## config.mk

```make
export PLATFORM = sky130hd
export DESIGN_NAME = vrc_top
export DESIGN_NICKNAME = d
export VERILOG_FILES = /design/src/hw/vrc_pkg.sv /design/src/hw/vrc_reg.sv /design/src/hw/vrc_top.sv
export SDC_FILE = /design/constraint.sdc
export NUM_CORES = 1
export LEC_CHECK = 0
export BUFFER_PORTS_ARGS = -buffer_cell sky130_fd_sc_hd__buf_2
export CORE_MARGIN = 1
export CORE_UTILIZATION = 42
export CTS_CLUSTER_DIAMETER = 120
export CTS_CLUSTER_SIZE = 28
export DETAILED_ROUTE_END_ITERATION = 7
export GPL_TIMING_DRIVEN = 0
export PLACE_DENSITY = 0.88
export SLEW_MARGIN = 20
export SYNTH_ARGS = -nofsm -noshare
export SYNTH_HDL_FRONTEND = slang
export SYNTH_SLANG_ARGS = --single-unit
```

## constraint.sdc

```tcl
create_clock -name mclk_i -period 1.2 [get_ports mclk_i]
set_input_delay 0.3 -clock mclk_i [delete_from_list [all_inputs] [get_ports mclk_i]]
set_output_delay 0.3 -clock mclk_i [all_outputs]
set_load 0.005 [all_outputs]
```

## src/hw/vrc_pkg.sv

```systemverilog
// Package for the reference control block: register offset, field positions, reset value.
// Assumes an 8-bit special function register bus with an 8-bit address.
package vrc_pkg;
   // ==========================================================
   // Register map
   localparam logic [7:0] VRC_REF_CTRL_ADDR = 8'hd1;
   localparam logic [7:0] VRC_REF_CTRL_RST  = 8'h00;
   localparam logic [7:0] VRC_REF_CTRL_MASK = 8'h1f;
   // ==========================================================
   // Field positions
   localparam int VRC_BIT_CONV_A_SEL = 4;
   localparam int VRC_BIT_CONV_B_SEL = 3;
   localparam int VRC_BIT_TEMP_ON    = 2;
   localparam int VRC_BIT_BIAS_ON    = 1;
   localparam int VRC_BIT_BUF_ON     = 0;
   // Highest input index of the first converter's multiplexer
   localparam logic [3:0] VRC_CONV_A_TEMP_CH = 4'h8;

   // Static analog control levels
   typedef struct packed {
      logic conv_a_ref_select;
      logic conv_b_ref_select;
      logic temp_sensor_on;
      logic bias_generator_on;
      logic ref_buffer_on;
   } vrc_ctrl_t;

   // Field layout of the stored byte
   function automatic vrc_ctrl_t vrc_unpack(input logic [7:0] v);
      vrc_unpack = vrc_ctrl_t'(v[4:0]);
   endfunction
endpackage

```

## src/hw/vrc_reg.sv

```systemverilog
// Storage flop for the reference control byte.
// Assumes write strobe and data are synchronous to mclk_i.
`timescale 1ns/1ps
module vrc_reg
(
   input  wire logic       mclk_i,
   input  wire logic       reset_n_i,
   input  wire logic       we_i,
   input  wire logic [7:0] wdata_i,
   output logic      [7:0] q_o
);
   import vrc_pkg::*;
   // ==========================================================
   // Storage
   // Unused high bits are dropped at the write
   always_ff @(posedge mclk_i or negedge reset_n_i)
   begin
      if (!reset_n_i)
      begin
         q_o <= VRC_REF_CTRL_RST;
      end
      else if (we_i)
      begin
         q_o <= wdata_i & VRC_REF_CTRL_MASK;
      end
   end
endmodule

```

## src/hw/vrc_top.sv

```systemverilog
// Reference control register block with its static analog control outputs.
// Assumes a synchronous SFR bus on mclk_i: one-cycle write strobe, read data taken next cycle.
`timescale 1ns/1ps
module vrc_top
(
   input  wire logic             mclk_i,
   input  wire logic             reset_n_i,
   input  wire logic [7:0]       sfr_addr_i,
   input  wire logic             sfr_wr_i,
   input  wire logic             sfr_rd_i,
   input  wire logic [7:0]       sfr_wdata_i,
   output logic      [7:0]       sfr_rdata_o,
   output vrc_pkg::vrc_ctrl_t    ctrl_o,
   output logic                  temp_out_en_o,
   output logic                  ref_pin_out_en_o,
   output logic      [3:0]       temp_sensor_ch_o
);
   import vrc_pkg::*;

   // ==========================================================
   // Helper functions
   // Address match for the single register of this block
   function automatic logic vrc_hit(input logic [7:0] addr);
      vrc_hit = (addr == VRC_REF_CTRL_ADDR);
   endfunction

   // Clears the unused high bits; read path and checks share it
   function automatic logic [7:0] vrc_clean(input logic [7:0] v);
      vrc_clean = v & VRC_REF_CTRL_MASK;
   endfunction

   // ==========================================================
   // Internal nets
   logic       hit;    // Register addressed this cycle
   logic       we;     // Write taken at this edge
   logic       re;     // Read taken at this edge
   logic [7:0] reg_q;  // Stored control byte
   vrc_ctrl_t  ctrl_d; // Field view of the stored byte

   // ==========================================================
   // Decode
   // Strobes count only when the register address is on the bus
   assign hit    = vrc_hit(sfr_addr_i);
   assign we     = hit & sfr_wr_i;
   assign re     = hit & sfr_rd_i;
   assign ctrl_d = vrc_unpack(reg_q);

   // ==========================================================
   // Storage
   // Write data lands at the edge that takes the write
   vrc_reg vrc_reg_inst
   (
      .mclk_i    (mclk_i),
      .reset_n_i (reset_n_i),
      .we_i      (we),
      .wdata_i   (sfr_wdata_i),
      .q_o       (reg_q)
   );

   // ==========================================================
   // Read port
   // Registered; zero when not addressed so a shared read mux can OR it in
   always_ff @(posedge mclk_i or negedge reset_n_i)
   begin
      if (!reset_n_i)
      begin
         sfr_rdata_o <= 8'h00;
      end
      else
      begin
         sfr_rdata_o <= re ? vrc_clean(reg_q) : 8'h00;
      end
   end

   // ==========================================================
   // Analog control levels, one flop stage after the register
   // Reference selects and enables as static levels for the analog side
   always_ff @(posedge mclk_i or negedge reset_n_i)
   begin
      if (!reset_n_i)
      begin
         ctrl_o <= vrc_ctrl_t'(VRC_REF_CTRL_RST[4:0]);
      end
      else
      begin
         ctrl_o <= ctrl_d;
      end
   end

   // Sensor drive enable; low leaves the sensor output floating
   always_ff @(posedge mclk_i or negedge reset_n_i)
   begin
      if (!reset_n_i)
      begin
         temp_out_en_o <= VRC_REF_CTRL_RST[VRC_BIT_TEMP_ON];
      end
      else
      begin
         temp_out_en_o <= ctrl_d.temp_sensor_on;
      end
   end

   // Reference pin buffer drive enable; low leaves the pin floating
   always_ff @(posedge mclk_i or negedge reset_n_i)
   begin
      if (!reset_n_i)
      begin
         ref_pin_out_en_o <= VRC_REF_CTRL_RST[VRC_BIT_BUF_ON];
      end
      else
      begin
         ref_pin_out_en_o <= ctrl_d.ref_buffer_on;
      end
   end

   // Sensor channel index: fixed wiring into the first converter multiplexer
   always_ff @(posedge mclk_i or negedge reset_n_i)
   begin
      if (!reset_n_i)
      begin
         temp_sensor_ch_o <= VRC_CONV_A_TEMP_CH;
      end
      else
      begin
         temp_sensor_ch_o <= VRC_CONV_A_TEMP_CH;
      end
   end

   // ==========================================================
   // Checks: reset, storage and read port
   // Reset leaves register, read data, control fields and drive enables cleared; the sensor channel holds VRC_CONV_A_TEMP_CH
   a_reset_clear: assert property (@(posedge mclk_i) disable iff (!reset_n_i)
      $rose(reset_n_i) |-> (reg_q == VRC_REF_CTRL_RST) && (sfr_rdata_o == 8'h00) &&
         (ctrl_o == vrc_unpack(VRC_REF_CTRL_RST)) && !temp_out_en_o && !ref_pin_out_en_o)
      else $error("reset state wrong");

   // Unused bits read zero
   a_high_bits_zero: assert property (@(posedge mclk_i) disable iff (!reset_n_i)
      sfr_rdata_o[7:5] == 3'b000) else $error("high bits not zero");

   // Unused bits never stored
   a_high_bits_store: assert property (@(posedge mclk_i) disable iff (!reset_n_i)
      reg_q[7:5] == 3'b000) else $error("high bits stored");

   // A taken write lands in the register at once
   a_write_lands: assert property (@(posedge mclk_i) disable iff (!reset_n_i)
      we |=> reg_q == vrc_clean($past(sfr_wdata_i))) else $error("write did not land");

   // Writes to other addresses leave the register alone
   a_other_addr: assert property (@(posedge mclk_i) disable iff (!reset_n_i)
      (sfr_wr_i && !hit) |=> $stable(reg_q)) else $error("foreign write changed register");

   // Read returns the stored value one cycle later
   a_read_back: assert property (@(posedge mclk_i) disable iff (!reset_n_i)
      (re && !$past(we)) |=> sfr_rdata_o == {3'b000, $past(reg_q[4:0])})
      else $error("read data wrong");

   // Read data idles at zero
   a_read_idle: assert property (@(posedge mclk_i) disable iff (!reset_n_i)
      !re |=> sfr_rdata_o == 8'h00) else $error("read data not idle");

   // ==========================================================
   // Checks: analog levels two cycles after a write, the fixed sensor channel, levels holding without a write
   // First converter reference select
   a_write_sel_a: assert property (@(posedge mclk_i) disable iff (!reset_n_i)
      we |=> ##1 ctrl_o.conv_a_ref_select == $past(sfr_wdata_i[VRC_BIT_CONV_A_SEL], 2))
      else $error("select a mismatch");

   // Second converter reference select
   a_write_sel_b: assert property (@(posedge mclk_i) disable iff (!reset_n_i)
      we |=> ##1 ctrl_o.conv_b_ref_select == $past(sfr_wdata_i[VRC_BIT_CONV_B_SEL], 2))
      else $error("select b mismatch");

   // Sensor enable field
   a_write_temp: assert property (@(posedge mclk_i) disable iff (!reset_n_i)
      we |=> ##1 ctrl_o.temp_sensor_on == $past(sfr_wdata_i[VRC_BIT_TEMP_ON], 2))
      else $error("sensor field mismatch");

   // Bias enable field
   a_write_bias: assert property (@(posedge mclk_i) disable iff (!reset_n_i)
      we |=> ##1 ctrl_o.bias_generator_on == $past(sfr_wdata_i[VRC_BIT_BIAS_ON], 2))
      else $error("bias field mismatch");

   // Buffer enable field
   a_write_buf: assert property (@(posedge mclk_i) disable iff (!reset_n_i)
      we |=> ##1 ctrl_o.ref_buffer_on == $past(sfr_wdata_i[VRC_BIT_BUF_ON], 2))
      else $error("buffer field mismatch");

   // Sensor drive enable follows the written bit
   a_temp_float: assert property (@(posedge mclk_i) disable iff (!reset_n_i)
      we |=> ##1 temp_out_en_o == $past(sfr_wdata_i[VRC_BIT_TEMP_ON], 2))
      else $error("sensor enable mismatch");

   // Pin buffer drive enable follows the written bit
   a_buf_float: assert property (@(posedge mclk_i) disable iff (!reset_n_i)
      we |=> ##1 ref_pin_out_en_o == $past(sfr_wdata_i[VRC_BIT_BUF_ON], 2))
      else $error("buffer enable mismatch");

   // Sensor channel never moves
   a_temp_chan: assert property (@(posedge mclk_i) disable iff (!reset_n_i)
      temp_sensor_ch_o == VRC_CONV_A_TEMP_CH) else $error("sensor channel wrong");

   // No level changes without a write two cycles back
   a_hold_value: assert property (@(posedge mclk_i) disable iff (!reset_n_i)
      !we [*2] |=> $stable(ctrl_o)) else $error("control changed without write");

   // ==========================================================
   // Cover points for the main scenarios
   c_write: cover property (@(posedge mclk_i) disable iff (!reset_n_i)
      we);
   c_read: cover property (@(posedge mclk_i) disable iff (!reset_n_i)
      re);
   c_write_read: cover property (@(posedge mclk_i) disable iff (!reset_n_i)
      we && re);
   c_dac_ref: cover property (@(posedge mclk_i) disable iff (!reset_n_i)
      ctrl_o.conv_a_ref_select && ctrl_o.bias_generator_on && ctrl_o.ref_buffer_on);
   c_all_on: cover property (@(posedge mclk_i) disable iff (!reset_n_i)
      ctrl_o == 5'h1f);
endmodule

```

==> results.md <==
- Worst Setup Start Kind: flop
- Vias in the first global route: 305
- Most numerous cell in the Yosys netlist: dfrtp_1
- CTS tree: built
- Root buffer cell: clkbuf_4
- Largest cells by area after synthesis: dfrtp_1 (64%), buf_4 (11%), mux2_2 (9.6%), and2_1 (5.3%), nor4b_4 (4.0%)
- Synth area leader: dfrtp_1
- Slew Viols, Final: 0
- WL final: 796 um
- Count of cell types in the netlist: 9
- Sw Share: 0.2089
- Drt via density: 4.109
- Dpl cells: 88
- Die W: 39.46 um
- H-tree Lvls: 1
- Max rail drop VDD: 0.6763 mV
- TritonCTS Buffers: 3
- Ys async rst share: 1.000
- Worst path cell trace: buf_6 > buf_6
- Sequential power share: 0.591
- DR WL/cell: 8.652 um
- Pwr per Cell Area: 1101 nW/um^2
- Comb pwr share: 0.103
- EDFF count, synth: 0
- Syn-to-layout area delta: 37.79%
- TritonRoute pass-1 iters: 3
- Cell family with most CP delay: flip-flops
- Final setup viols: 0
- Diode count: 0
- Cell-internal power: 0.7072 mW
- LEAKAGE: 0.4865 nW
- Fraction of layout cells with a size suffix above 1: 0.6104
- FP Rows: 13
- Worst-path clk slew: 80 ps
- Max-cap violations: 0
- Total number of vias: 378
- Post-synth top cells: dfrtp_1 (15), buf_4 (9), and2_1 (5), mux2_2 (5), conb_1 (2)
- Worst hold path type: input pin to flop
- Highest clock rate: 845.4 MHz
- Total global-route track usage: 0.1142
- Final non-filler cell total: 92
- Core area: 1301 um^2
- Worst skew pair latency: 280 ps
- Post-CTS setup buffers: 0
- Drt drc: 0
- WS Path Type: flop to output port
- CP max stage delay: 390 ps
- Gp weighted congestion: 0.6617
- First-pass GRT wire length: 1.131 mm
- Fin crit share: 0.9858
- Grt total ovfl: 0
- ANT nets after route: 0
- Largest net degree at the start of global routing: 16
- Yosys reg bits: 15
- Final Skew: 5.825 ps
- Clock sinks: 15
- Switching Power: 0.1868 mW
- Final setup TNS: 0 ps
- Initial antenna violation count: 0
- Area after DPL: 767.0 um^2
- Top-area cell type share of the netlist area: 0.6369
- Hold Vio Cnt, Final: 0
- Top FF cell, synth: dfrtp_1
- RSZ-0062 raised after global routing: true
- PortBufs: 28
- Initial Util: 0.4529
- Area of the mapped netlist: 589.3 um^2
- Outcome: complete, no violations
- Fin area: 812.0 um^2
- Critical Path Sink Type: output port
- Clock Path Buffers: 2
- Clock network power share: 0.306
- Syn Area/Cell: 14.73 um^2
- CP max FO: 2
- Cells after synthesis: 40
- Worst Path Required: 900 ps
- IO Count: 39
- Minimum clock period: 1183 ps
- Final nets: 98
- Slowest stage cell on the critical path: dfrtp_1
- Die Y-Extent: 39.46 um
- Die Area: 1557 um^2
- Register area share after synthesis: 0.6369
- WHS: 251.1 ps
- Synth warnings: 0
- Crit-path most repeated cell: buf_6
- WP data arrival: 880 ps
- Initial drt markers: 5
- CP Buf/Inv Count: 2
[flip-flops by register name, summed over array words and instances, names as in the netlist]
name              cells
sfr_rdata_o           5
vrc_reg_inst.q_o      5
ctrl_o                4
ref_pin_out_en_o      1
[layout by cell type, fill, tap and decap left out, drive strengths merged]
| cell type | instances |
|---|---|
| dfrtp | 15 |
| and2 | 5 |
| and3 | 1 |
| nor4b | 1 |
| mux2 | 5 |
| nand3 | 1 |
| and4b | 1 |
| conb | 7 |
| clkbuf | 4 |
| buf | 36 |
| dlygate4sd3 | 1 |
[area by class of cell]
class	count	area, um^2
plain buffers	8	63.81
clock buffers	4	26.28
fillers	121	489.2
multi-input cells	21	165.2
flip-flops and latches	15	375.4
well taps	15	18.77
repair buffers	29	162.7
[power by group through the flow]
stage / registers (mW) / clock network (mW) / logic (mW)
after floorplan: 0.538 / 0 / 0.0383
after global placement: 0.538 / 0 / 0.0850
after detailed placement: 0.538 / 0 / 0.0875
after CTS: 0.528 / 0.278 / 0.0921
after global routing: 0.530 / 0.305 / 0.104
final: 0.528 / 0.274 / 0.0917
[metal layers]
| layer | wire (um) | global-route usage | share of wire | vias to the layer above |
|---|---|---|---|---|
| met4 | 16 | 0.07759 | 0.020 | 0 |
| met3 | 98 | 0.03409 | 0.12 | 2 |
| met1 | 285 | 0.1273 | 0.36 | 162 |
| met5 | 0 | 0 | 0 | - |
| li1 | - | - | - | 186 |
| met2 | 396 | 0.1844 | 0.50 | 28 |
[path summary, 6_finish.rpt]
kind                                      from             endpoint  slack [ps]  depth (start not counted)
min in group asynchronous            reset_n_i            ctrl_o[3]         430                          2
hold / removal                  sfr_wdata_i[0]  vrc_reg_inst.q_o[0]         250                          2
setup reg to reg           vrc_reg_inst.q_o[1]  vrc_reg_inst.q_o[1]         430                          1
hold reg to reg            vrc_reg_inst.q_o[3]            ctrl_o[3]         400                          0
max in group asynchronous            reset_n_i  vrc_reg_inst.q_o[4]         530                          2
setup / recovery                     ctrl_o[2]            ctrl_o[2]          20                          2
[what timing repair did]
action | CTS | global route
gates cloned | 0 | 0
endpoints found under the hold margin | 15 | 0
setup endpoints to repair | 1 | 2
resized for setup | 1 | 2
hold buffers | 1 | 0
[logic make-up (layout without fill, tap and decap cells)]
group / after synthesis / count (layout) / synth area share
DFF: 15 / 15 / 0.6369
and+or+nand+nor: 9 / 9 / 0.1401
buffers and inverters: 9 / 41 / 0.1146
muxes: 5 / 5 / 0.09553
other: 2 / 7 / 0.01274
[metrics by stage]
| step | util | setup WS (ps) | total power, mW |
|---|---|---|---|
| 4_1_cts | 0.6221 | 2.704 | 0.8977 |
| 3_5_place_dp | 0.5894 | -136.0 | 0.6255 |
| 2_1_floorplan | - | 63.69 | 0.5765 |
| 5_1_grt | 0.6240 | -8.366 | 0.9393 |
| 6_report | 0.6240 | 17.10 | 0.8940 |
| 3_3_place_gp | 0.5894 | -91.55 | 0.6226 |
Note: power is estimated with default switching activity, not from simulation.
